===== src/rsl_pkg.sv =====
// package: constants and types of the reset state and register lock block
package rsl_pkg;
  // timing
  localparam int CLK_PERIOD_NS = 4;
  localparam int RST_HOLD_NS   = 100;
  localparam int RST_HOLD_CYC  = (RST_HOLD_NS + CLK_PERIOD_NS - 1)
                                 / CLK_PERIOD_NS;
  localparam int CNT_W         = 8;
  localparam logic [CNT_W-1:0] HOLD_LAST = CNT_W'(RST_HOLD_CYC - 1);
  localparam logic [CNT_W-1:0] CNT_ZERO  = 8'h00;

  // core
  localparam logic [31:0] BOOT_ADDR = 32'h0000_0000;

  // key sequence defaults (values are arbitrary)
  localparam logic [7:0] KEY_FIRST_DEF  = 8'hA5;
  localparam logic [7:0] KEY_SECOND_DEF = 8'hF1;

  // lock groups
  localparam int LOCK_W          = 32;
  localparam int CLKRST_LOCK_BIT = 0;
  localparam logic [LOCK_W-1:0] PLOCK_RST = 32'h0000_0000;

  // reset sources beside power-on and supply monitor
  localparam int NUM_SRC  = 4;
  // modules that a reset may optionally reset
  localparam int NUM_MOD     = 5;
  localparam int MOD_CHGPUMP = 0;
  localparam int MOD_SERIAL  = 1;
  localparam int MOD_LCD     = 2;
  localparam int MOD_CAPCTR  = 3;
  localparam int MOD_RTC     = 4;

  // peripheral bus clocks
  localparam int NUM_APB          = 16;
  localparam int APB_WDT          = 0;
  localparam int APB_DMA_CROSSBAR = 1;
  localparam logic [NUM_APB-1:0] APB_RST_MASK = 16'h0003;

  typedef enum logic [1:0] {
    RSL_CLK_LPOSC = 2'h0,
    RSL_CLK_HFOSC = 2'h1,
    RSL_CLK_EXT   = 2'h2,
    RSL_CLK_PLL   = 2'h3
  } rsl_sysclk_t;

  typedef enum logic {
    RSL_WDT_LFOSC = 1'h0,
    RSL_WDT_LPOSC = 1'h1
  } rsl_wdtclk_t;

  typedef enum logic [1:0] {
    RSL_ST_RESET   = 2'b00,
    RSL_ST_RELEASE = 2'b01,
    RSL_ST_RUN     = 2'b11
  } rsl_state_t;

  typedef enum logic [1:0] {
    RSL_KS_LOCKED = 2'b00,
    RSL_KS_HALF   = 2'b01,
    RSL_KS_OPEN   = 2'b11
  } rsl_key_state_t;

  typedef struct packed {
    logic [NUM_MOD-1:0] mod_opt;
    logic [NUM_SRC-1:0] src_en;
  } rsl_cfg_t;
  localparam rsl_cfg_t CFG_RST = '0;

  typedef struct packed {
    logic force_latch_one;
    logic force_open_drain;
    logic pullup_en;
    logic rst_pin_o;
    logic rst_pin_oe;
  } rsl_pin_t;

  typedef struct packed {
    logic               ahb_flash_en;
    logic               ahb_ram_en;
    logic [NUM_APB-1:0] apb_en;
    rsl_sysclk_t        sysclk_sel;
    logic               wdt_en;
    rsl_wdtclk_t        wdt_clk;
  } rsl_clk_t;
endpackage : rsl_pkg


===== src/rsl_key_seq.sv =====
// key sequence detector that opens the peripheral lock registers
`timescale 1ns/1ps
module rsl_key_seq
  import rsl_pkg::*;
#(
  parameter logic [7:0] KEY_FIRST  = KEY_FIRST_DEF,
  parameter logic [7:0] KEY_SECOND = KEY_SECOND_DEF
) (
  // clock and reset
  input  wire logic       clk,
  input  wire logic       arst_n,
  input  wire logic       sys_rst,
  // key register write
  input  wire logic       key_wr,
  input  wire logic [7:0] key_wdata,
  // state
  output      logic       unlocked
);
  rsl_key_state_t ks_ff;
  rsl_key_state_t nxt_ks;

  always_comb begin
    nxt_ks = ks_ff;
    if (sys_rst) begin
      nxt_ks = RSL_KS_LOCKED;
    end else if (key_wr) begin
      unique case (ks_ff)
        RSL_KS_LOCKED: begin
          nxt_ks = (key_wdata == KEY_FIRST) ? RSL_KS_HALF : RSL_KS_LOCKED;
        end
        // a wrong value restarts; it may itself be a new first key
        RSL_KS_HALF: begin
          if (key_wdata == KEY_SECOND) begin
            nxt_ks = RSL_KS_OPEN;
          end else if (key_wdata == KEY_FIRST) begin
            nxt_ks = RSL_KS_HALF;
          end else begin
            nxt_ks = RSL_KS_LOCKED;
          end
        end
        RSL_KS_OPEN: begin
          nxt_ks = RSL_KS_LOCKED;
        end
        default: begin
          nxt_ks = RSL_KS_LOCKED;
        end
      endcase
    end
  end

  always_ff @(posedge clk or negedge arst_n) begin
    if (!arst_n) begin
      ks_ff <= RSL_KS_LOCKED;
    end else begin
      ks_ff <= nxt_ks;
    end
  end

  assign unlocked = (ks_ff == RSL_KS_OPEN);
endmodule : rsl_key_seq


===== src/rsl_reset_lock.sv =====
// reset state sequencer with peripheral register lock and key
`timescale 1ns/1ps
module rsl_reset_lock
  import rsl_pkg::*;
#(
  parameter logic [7:0] KEY_FIRST  = KEY_FIRST_DEF,
  parameter logic [7:0] KEY_SECOND = KEY_SECOND_DEF
) (
  // clock and power-on reset
  input  wire logic               clk,
  input  wire logic               arst_n,
  // reset requests
  input  wire logic               por_req,
  input  wire logic               vbat_mon_req,
  input  wire logic [NUM_SRC-1:0] src_req,
  // reset source configuration
  input  wire logic               cfg_wr,
  input  wire rsl_cfg_t           cfg_wdata,
  output      rsl_cfg_t           cfg_rdata,
  // system clock, watchdog, pullup and peripheral clock controls
  input  wire logic               sysclk_wr,
  input  wire rsl_sysclk_t        sysclk_wdata,
  input  wire logic               wdt_wr,
  input  wire logic               wdt_en_wdata,
  input  wire rsl_wdtclk_t        wdt_clk_wdata,
  input  wire logic               pullup_wr,
  input  wire logic               pullup_wdata,
  input  wire logic               apb_wr,
  input  wire logic [NUM_APB-1:0] apb_wdata,
  // key and peripheral lock registers
  input  wire logic               key_wr,
  input  wire logic [7:0]         key_wdata,
  output      logic               key_unlocked,
  input  wire logic               plock_wr,
  input  wire logic [LOCK_W-1:0]  plock_wdata,
  output      logic [LOCK_W-1:0]  plock_rdata,
  // per-group peripheral access
  input  wire logic [LOCK_W-1:0]  periph_wr_req,
  output      logic [LOCK_W-1:0]  periph_wr_en,
  input  wire logic [LOCK_W-1:0]  periph_rd_req,
  output      logic [LOCK_W-1:0]  periph_rd_en,
  // core
  output      logic               core_halt,
  output      logic               pc_load,
  output      logic [31:0]        pc_value,
  // system side
  output      logic               sys_rst,
  output      logic               por_only_rst,
  output      logic               irq_disable,
  output      logic               timer_disable,
  output      logic               ram_preserve,
  output      logic [NUM_MOD-1:0] mod_rst,
  output      rsl_pin_t           pin_ctl,
  output      rsl_clk_t           clk_ctl,
  output      logic [1:0]         last_cause
);
  // sequencer state
  rsl_state_t       st_ff;
  rsl_state_t       nxt_st;
  logic [CNT_W-1:0] cnt_ff;
  logic [CNT_W-1:0] nxt_cnt;
  logic [1:0]       cause_ff;
  logic [1:0]       nxt_cause;
  logic             pin_cause;
  logic             any_req;
  logic             in_rst;
  logic             running;

  // configuration and control state
  rsl_cfg_t           cfg_ff;
  rsl_cfg_t           nxt_cfg;
  logic [LOCK_W-1:0]  plock_ff;
  logic [LOCK_W-1:0]  nxt_plock;
  rsl_clk_t           clk_ff;
  rsl_clk_t           nxt_clk;
  logic               pullup_ff;
  logic               nxt_pullup;
  logic               pc_load_ff;
  logic               nxt_pc_load;

  // cause bit 0: power-on, bit 1: supply monitor; either one drives the reset pin
  assign pin_cause = |cause_ff;
  assign any_req   = por_req | vbat_mon_req | (|(src_req & cfg_ff.src_en));
  assign in_rst    = (st_ff == RSL_ST_RESET);
  assign running   = (st_ff == RSL_ST_RUN);

  always_comb begin
    nxt_st    = st_ff;
    nxt_cnt   = cnt_ff;
    nxt_cause = cause_ff;
    if (any_req) begin
      nxt_st  = RSL_ST_RESET;
      nxt_cnt = CNT_ZERO;
      if (!in_rst) begin
        nxt_cause = {vbat_mon_req, por_req};
      end else begin
        nxt_cause = cause_ff | {vbat_mon_req, por_req};
      end
    end else begin
      unique case (st_ff)
        RSL_ST_RESET: begin
          if (cnt_ff == HOLD_LAST) begin
            nxt_st = RSL_ST_RELEASE;
          end else begin
            nxt_cnt = cnt_ff + 8'h01;
          end
        end
        RSL_ST_RELEASE: begin
          nxt_st = RSL_ST_RUN;
        end
        RSL_ST_RUN: begin
          nxt_st = RSL_ST_RUN;
        end
        default: begin
          nxt_st = RSL_ST_RESET;
        end
      endcase
    end
  end

  always_ff @(posedge clk or negedge arst_n) begin
    if (!arst_n) begin
      st_ff    <= RSL_ST_RESET;
      cnt_ff   <= CNT_ZERO;
      cause_ff <= 2'h1;
    end else begin
      st_ff    <= nxt_st;
      cnt_ff   <= nxt_cnt;
      cause_ff <= nxt_cause;
    end
  end

  // register writes: defaults while in reset, firmware writes when running
  always_comb begin
    nxt_cfg     = cfg_ff;
    nxt_plock   = plock_ff;
    nxt_clk     = clk_ff;
    nxt_pullup  = pullup_ff;
    nxt_pc_load = (st_ff == RSL_ST_RELEASE) && !any_req;
    if (in_rst) begin
      nxt_cfg              = CFG_RST;
      nxt_plock            = PLOCK_RST;
      nxt_pullup           = 1'b1;
      nxt_clk.ahb_flash_en = 1'b1;
      nxt_clk.ahb_ram_en   = 1'b1;
      nxt_clk.apb_en       = APB_RST_MASK;
      nxt_clk.sysclk_sel   = RSL_CLK_LPOSC;
      nxt_clk.wdt_en       = 1'b1;
      nxt_clk.wdt_clk      = RSL_WDT_LFOSC;
    end else if (running) begin
      if (cfg_wr && !plock_ff[CLKRST_LOCK_BIT]) begin
        nxt_cfg = cfg_wdata;
      end
      if (plock_wr && key_unlocked) begin
        nxt_plock = plock_wdata;
      end
      if (sysclk_wr) begin
        nxt_clk.sysclk_sel = sysclk_wdata;
      end
      if (wdt_wr) begin
        nxt_clk.wdt_en  = wdt_en_wdata;
        nxt_clk.wdt_clk = wdt_clk_wdata;
      end
      if (apb_wr) begin
        nxt_clk.apb_en = apb_wdata;
      end
      if (pullup_wr) begin
        nxt_pullup = pullup_wdata;
      end
    end
  end

  always_ff @(posedge clk or negedge arst_n) begin
    if (!arst_n) begin
      cfg_ff     <= CFG_RST;
      plock_ff   <= PLOCK_RST;
      clk_ff     <= '{ahb_flash_en: 1'b1, ahb_ram_en: 1'b1,
                      apb_en: APB_RST_MASK, sysclk_sel: RSL_CLK_LPOSC,
                      wdt_en: 1'b1, wdt_clk: RSL_WDT_LFOSC};
      pullup_ff  <= 1'b1;
      pc_load_ff <= 1'b0;
    end else begin
      cfg_ff     <= nxt_cfg;
      plock_ff   <= nxt_plock;
      clk_ff     <= nxt_clk;
      pullup_ff  <= nxt_pullup;
      pc_load_ff <= nxt_pc_load;
    end
  end

  rsl_key_seq #(
    .KEY_FIRST  (KEY_FIRST),
    .KEY_SECOND (KEY_SECOND)
  ) u_key (
    .clk       (clk),
    .arst_n    (arst_n),
    .sys_rst   (in_rst),
    .key_wr    (key_wr && running),
    .key_wdata (key_wdata),
    .unlocked  (key_unlocked)
  );

  // one gate per lock group
  genvar g;
  generate
    for (g = 0; g < LOCK_W; g++) begin : g_lock
      assign periph_wr_en[g] = periph_wr_req[g]
                               && !plock_ff[g];
      assign periph_rd_en[g] = periph_rd_req[g];
    end
  endgenerate

  assign plock_rdata   = plock_ff;
  assign cfg_rdata     = cfg_ff;
  assign core_halt     = !running;
  assign pc_load       = pc_load_ff;
  assign pc_value      = BOOT_ADDR;
  assign sys_rst       = in_rst;
  // power-on-only bits reset while in reset with the power-on cause bit set
  assign por_only_rst  = in_rst && cause_ff[0];
  assign irq_disable   = !running;
  assign timer_disable = !running;
  // no path here clears or writes RAM during reset
  assign ram_preserve  = 1'b1;
  assign mod_rst       = in_rst ? cfg_ff.mod_opt : '0;
  assign last_cause    = cause_ff;
  assign clk_ctl       = clk_ff;
  assign pin_ctl.force_latch_one  = !running;
  assign pin_ctl.force_open_drain = !running;
  assign pin_ctl.pullup_en        = pullup_ff;
  assign pin_ctl.rst_pin_o        = 1'b0;
  assign pin_ctl.rst_pin_oe       = !running && pin_cause;

  // checks
  property p_halt;
    @(posedge clk) disable iff (!arst_n)
      any_req |=> core_halt && irq_disable && timer_disable;
  endproperty
  a_halt: assert property (p_halt)
    else $error("core not halted after reset request");

  property p_pin;
    @(posedge clk) disable iff (!arst_n)
      (por_req || vbat_mon_req) |=> pin_ctl.rst_pin_oe && !pin_ctl.rst_pin_o;
  endproperty
  a_pin: assert property (p_pin)
    else $error("reset pin not driven low");

  property p_port;
    @(posedge clk) disable iff (!arst_n)
      in_rst ##1 in_rst |-> pin_ctl.pullup_en && pin_ctl.force_latch_one
                            && pin_ctl.force_open_drain;
  endproperty
  a_port: assert property (p_port)
    else $error("port state not forced in reset");

  property p_clk;
    @(posedge clk) disable iff (!arst_n)
      in_rst ##1 in_rst |-> clk_ctl.apb_en == APB_RST_MASK
                            && clk_ctl.ahb_flash_en && clk_ctl.ahb_ram_en;
  endproperty
  a_clk: assert property (p_clk)
    else $error("bus clocks wrong in reset");

  property p_exit;
    @(posedge clk) disable iff (!arst_n)
      $rose(running) |-> pc_load && pc_value == BOOT_ADDR
        && clk_ctl.sysclk_sel == RSL_CLK_LPOSC && clk_ctl.wdt_en
        && clk_ctl.wdt_clk == RSL_WDT_LFOSC;
  endproperty
  a_exit: assert property (p_exit)
    else $error("exit defaults not applied");

  property p_hold;
    @(posedge clk) disable iff (!arst_n)
      $rose(st_ff == RSL_ST_RELEASE) |-> $past(cnt_ff) == HOLD_LAST;
  endproperty
  a_hold: assert property (p_hold)
    else $error("reset released before hold time");

  property p_cfg_lock;
    @(posedge clk) disable iff (!arst_n)
      running && !any_req && cfg_wr && plock_ff[CLKRST_LOCK_BIT]
        |=> cfg_rdata == $past(cfg_rdata);
  endproperty
  a_cfg_lock: assert property (p_cfg_lock)
    else $error("locked reset config was written");

  property p_plock;
    @(posedge clk) disable iff (!arst_n)
      running && !any_req && plock_wr && !key_unlocked
        |=> plock_rdata == $past(plock_rdata);
  endproperty
  a_plock: assert property (p_plock)
    else $error("lock register changed without key");

  property p_relock;
    @(posedge clk) disable iff (!arst_n)
      running && !any_req && key_unlocked && key_wr |=> !key_unlocked;
  endproperty
  a_relock: assert property (p_relock)
    else $error("key write did not relock");

  property p_drop;
    @(posedge clk) disable iff (!arst_n)
      (periph_wr_en & plock_rdata) == '0;
  endproperty
  a_drop: assert property (p_drop)
    else $error("write passed to locked group");

  cv_exit: cover property (@(posedge clk) disable iff (!arst_n)
    in_rst ##1 (st_ff == RSL_ST_RELEASE) ##1 running);
  cv_unlock: cover property (@(posedge clk) disable iff (!arst_n)
    key_unlocked && plock_wr);
  cv_drop: cover property (@(posedge clk) disable iff (!arst_n)
    |(periph_wr_req & plock_rdata));
endmodule : rsl_reset_lock


===== config.mk =====
export PLATFORM = sky130hd
export DESIGN_NAME = rsl_reset_lock
export DESIGN_NICKNAME = d
export VERILOG_FILES = /design/src/rsl_pkg.sv /design/src/rsl_key_seq.sv /design/src/rsl_reset_lock.sv
export SDC_FILE = /design/constraint.sdc
export NUM_CORES = 1
export LEC_CHECK = 0
export ABC_AREA = 1
export BUFFER_PORTS_ARGS = -buffer_cell sky130_fd_sc_hd__buf_2
export CAP_MARGIN = 0
export CORE_MARGIN = 5
export CORE_UTILIZATION = 26
export DETAILED_ROUTE_END_ITERATION = 12
export PLACE_DENSITY = 0.68
export SLEW_MARGIN = 40
export SYNTH_ARGS = -nofsm -noshare
export SYNTH_HDL_FRONTEND = slang
export SYNTH_HIERARCHICAL = 1
export SYNTH_SLANG_ARGS = --single-unit
export TNS_END_PERCENT = 10

===== constraint.sdc =====
create_clock -name clk -period 4.47 [get_ports clk]
set_clock_uncertainty 0.05 [all_clocks]
set_input_delay 0.6705 -clock clk [delete_from_list [all_inputs] [get_ports clk]]
set_output_delay 0.6705 -clock clk [all_outputs]
set_load 0.02 [all_outputs]

# Word level (Yosys, flattened, before mapping)
# Index checks and enable logic that the tools add are counted.
[totals]
regBits = 77
inputBits = 149
[op_classes]
addsub = 1
bitwise_logic = 4
n_mux = 27
eq_ne = 9
reduce_logical = 93
[ops]
columns = ["cell", "count"]
rows = [
  ["$mux 32", 3],
  ["$mux 20", 2],
  ["$logic_and 1x1->1", 38],
  ["$logic_not 1->1", 34],
  ["$mux 9", 3],
  ["$mux 8", 3],
  ["$reduce_bool 2->1", 9],
  ["$eq 8x8->1 const B", 2],
  ["$mux 16", 1],
  ["$mux 2", 8],
  ["$reduce_and 2->1", 7],
  ["$add 8x1->8 const B", 1],
  ["$eq 8x5->1 const B", 1],
  ["$pmux 2 s2", 2],
  ["$mux 5", 1],
  ["$and 4x4->4", 1],
  ["$eq 2x1->1 const B", 2],
  ["$eq 2x2->1 const B", 2],
  ["$logic_not 2->1", 2],
  ["$mux 1", 4],
  ["$reduce_or 2->1", 2],
  ["$reduce_or 4->1", 1],
  ["$ne 3x2->1 const B", 1],
  ["$ne 2x2->1 const B", 1],
  ["2 further kinds", 3],
]

# Longest topological paths before layout
[depth]
word_depth = 6
mapped_depth = 9
ltp_nobuf = 9

# Cells and area by module
# Netlist, hierarchy kept.
[modules_own_cells]
columns = ["module", "cells_per_inst", "area_per_inst_um2", "seq_area_each_um2", "instances"]
rows = [
  ["rsl_reset_lock", 535, 4217.8, 1883.1, 1],
  ["rsl_key_seq", 35, 197.7, 50.0, 1],
]

# Worst setup path after synthesis
# Ideal clock, no wire load.
[synth_path]
path_type = "register -> output"
startpoint = "register st_ff[0]"
endpoint = "output port mod_rst[0]"
path_buffers = 2
t_required_ns = 3.750
slack_ns = 2.272
path_stages_with_launch = 7
t_arrival_ns = 1.477
cell_sequence = "dfrtp_1 > inv_1 > ha_1 > buf_4 > clkbuf_1 > nand2_1 > inv_1"
[synth_between]
elab_chain_len = 2
[synth_rtl]
columns = ["item", "line", "rtl"]
rows = [
  ["start: declaration", "rsl_reset_lock.sv:58", "rsl_state_t st_ff;"],
  ["start signal: assignment", "rsl_reset_lock.sv:127", "st_ff <= nxt_st;"],
  ["$logic_not 2->1", "rsl_reset_lock.sv:84", "assign in_rst = (st_ff == RSL_ST_RESET);"],
  ["named net sys_rst", "rsl_reset_lock.sv:47", "output logic sys_rst,"],
  ["$mux 5", "rsl_reset_lock.sv:225", "assign mod_rst = in_rst ? cfg_ff.mod_opt : '0;"],
  ["end: declaration", "rsl_reset_lock.sv:52", "output logic [NUM_MOD-1:0] mod_rst,"],
]
# The timed path passes the listed nets, and every way through them passes these cells.

# Worst setup path in the final report
[layout_path]
startpoint = "register st_ff[0]"
endpoint = "output port mod_rst[0]"
[layout_between]
elab_chain_len = 2
[layout_rtl]
columns = ["item", "line"]
rows = [
  ["$logic_not 2->1", "rsl_reset_lock.sv:84"],
  ["$mux 5", "rsl_reset_lock.sv:225"],
]
# No other way between the ends.

==> metrics.md <==
| Metric | Value |
|---|---|
| Buffers & Inverters on Critical Path | `4` |
| Logic pwr share | `9.4%` |
| Clock root buffer | `clkbuf_16` |
| TritonCTS clock tree | `built` |
| Worst slew margin | `46.23%` |
| CP Capture Type | `output pin` |
| Via-to-Cell Ratio | `4.118` |
| Most frequent cells in the layout | `buf_2 (226), inv_1 (103), nand3_1 (74), dfrtp_1 (72), o21ai_0 (62)` |
| Switching Fraction | `25.29%` |
| Max VDD drop | `171.3 uV` |
| Final setup TNS | `0 ns` |
| Antenna violations before repair | `2` |
| Buffers added on ports | `227` |
| Rows | `47` |
| Die extent in x | `140.3 um` |
| Share of power burned in registers | `44.0%` |
| Crit path kind | `flip-flop to output pin` |
| Mapped Area | `4415 um^2` |
| Max Freq | `0.4110 GHz` |
| Post-CTS sizing | `0` |
| Worst skew pair latency | `0.34 ns` |
| Critical Path RT | `3.75 ns` |
| FF+latch count, synth | `77` |
| WL final | `12.98 mm` |
| TritonCTS buffer count | `9` |
| Clk buf depth | `2` |
| CTS hold repair buffers | `0` |
| Final Util | `33.91%` |
| Crit path largest cell delay | `0.40 ns` |
| Sequential area share after synthesis | `43.78%` |
| Core area | `16640 um^2` |
| Global-route wire length before repair | `20.09 mm` |
| Syn_area_per_cell | `7.746 um^2` |
| Final setup fails | `0` |
| Ports | `328` |
| Hold Path Class | `primary input to asynchronous set/reset pin` |
| NumNets Final | `907` |
| Congestion Overflow GR | `0` |
| Distinct cells, synth | `24` |
| WP data arrival | `1.71 ns` |
| Met1 wire length | `5.156 mm` |
| Worst reg2reg path depth | `8` |
| Vias in the first global route | `3814` |
| Initial DRT Pass Iterations | `5` |
| Pint | `1.186 mW` |
| DP Wirelength | `10.16 mm` |
| Finished layout cell area | `5644 um^2` |
| Worst-Margin Slew | `0.8012 ns` |
| Crit share post-route | `54.43%` |
| Sw power | `401.5 uW` |
| Worst Setup SP | `st_ff[0]` |
| CP startpoint kind | `flip-flop` |
| Die H | `140.3 um` |
| Fin. Hold Viols | `0` |
| Worst-path cell chain | `inv_1 > ha_1 > buf_4 > nand2_1 > inv_1 > buf_2` |
| Max-cap violations | `0` |
| Slowest CP cell | `dfrtp_1` |
| Delay-heaviest family, CP | `buffers and inverters` |
| Highest routed layer | `met4` |
| Final worst path period need | `2.433 ns` |
| Power per cell area | `281.2 nW/um^2` |
| Area delta synth->final | `27.83%` |
| Most common cell on crit path | `inv_1` |
| Total GRT Usage | `12.80%` |
| R2R setup slack | `2.23 ns` |
| Final Wtd Congestion | `0.7955` |
| Clock Sinks | `77` |
| Cells after synthesis | `570` |
| Share of layout cells above drive strength 1 | `35.01%` |
| Detailed route wirelength on metal2 | `6.342 mm` |
| Max H-tree Level | `3` |
| Cell Area, Placed | `5341 um^2` |
| Initial Util | `26.53%` |
| Largest net degree at the start of global routing | `78` |
| Reg-to-reg endpoint | `plock_rdata[29]` |
| Slew Viols, Final | `0` |
| Post-route DRC violation count | `0` |
| RSZ-0062 raised after global routing | `false` |
| Ys Warns | `6` |
| Post-CTS setup buffer count | `0` |
| WL per Instance | `13.27 um` |
| Clock share of power | `46.5%` |
| Outcome | `completed` |
| CTS clk-pin slew, worst paths | `0.07 ns` |
| Leakage | `3.208 nW` |
| CP max FO | `19` |
| RR Startpoint | `st_ff[0]` |
| Met3 wire length | `1.185 mm` |
| Die Area | `19690 um^2` |
| 1st-iter DRT viols | `151` |
| Routed Antenna Nets | `0` |
| Vias | `4027` |
| Most common cell after layout, fill and taps aside | `buf_2` |
-- stage by stage --
stage               hold slack (ns)  setup slack, ns  total power, mW  cells
finish                       0.3035            2.037            1.587    978
CTS                          0.3327            1.998            1.614    977
global route                 0.3608            1.883            1.656    978
detailed placement           0.4285            2.228           0.8629    961
global placement             0.4329            2.122           0.8607    960
floorplan                    0.3249            2.272           0.8446    604
-- synthesized netlist by cell type (all sizes together) --
cell type  number  area share [%]
nor2           66             5.9
xnor2           1            0.20
clkbuf         11             1.0
a21oi           8             1.4
dfrtp          72              41
nand3b          2            0.34
nand2          60             5.1
nand3          76             8.8
o21ai          67             7.6
conb            2            0.17
nand4           2            0.28
buf            84              14
inv           105             9.0
ha              6             1.7
dfstp           5             3.0
xor2            3            0.60
-- power groups by stage --
| stage | Combinational (mW) | Sequential [mW] | Clock, mW |
|---|---|---|---|
| floorplan | 0.133 | 0.712 | 0 |
| detailed placement | 0.151 | 0.712 | 0 |
| global route | 0.167 | 0.699 | 0.790 |
| finish | 0.150 | 0.699 | 0.739 |
| CTS | 0.151 | 0.699 | 0.764 |
| global placement | 0.149 | 0.712 | 0 |
-- worst register-to-register path: cells and delay by family, from the launching register on --
family | cells | cell delay (ns)
buf+inv | 4 | 0.78
compound gates | 2 | 0.57
flops | 1 | 0.38
fa+ha+maj | 1 | 0.29
simple gates | 1 | 0.09
-- state kept, by name (all words and copies together), names as in the netlist --
| signal | flops |
|---|---|
| clk_ctl | 20 |
| last_cause | 2 |
| st_ff | 2 |
| cfg_rdata | 9 |
| u_key/ks_ff | 2 |
| pc_load | 1 |
| plock_rdata | 32 |
| cnt_ff | 8 |
| pullup_ff | 1 |
-- per-layer routing --
metal / vias up / track usage [%]
met1: 1799 / 15.67
met2: 191 / 21.27
met5: - / 0
met3: 23 / 4.022
li1: 2014 / -
met4: 0 / 4.488
-- layout make-up --
type	instances	area (um^2)
clock inverter	7	75.07
sequential	77	1933
multi-input combinational	327	1549
inverter	105	396.6
clock buffer	9	225.2
antenna	1	2.502
timing repair buffer	232	1187
tap	220	275.3
fill	1793	11000
-- worst max path at each step --
stage | to | slack (ns) | depth (start not counted)
after detailed placement | plock_rdata[29] | 2.23 | 8
after global placement | plock_rdata[23] | 2.12 | 7
final | mod_rst[0] | 2.04 | 6
after global routing | mod_rst[0] | 1.88 | 6
after floorplan | mod_rst[0] | 2.27 | 6
after CTS | mod_rst[0] | 2.00 | 6
-- cell families (layout without fill, tap and decap cells) --
kind of cell | after synthesis | count (layout) | synth area share [%]
compound gates | 75 | 75 | 9.011
other cells | 2 | 37 | 0.1701
xor+xnor | 4 | 4 | 0.7936
simple gates | 206 | 206 | 20.46
fa+ha+maj | 6 | 6 | 1.700
flops | 77 | 77 | 43.78
buf+inv | 200 | 353 | 24.09
Power figures use the tool's default switching activity.
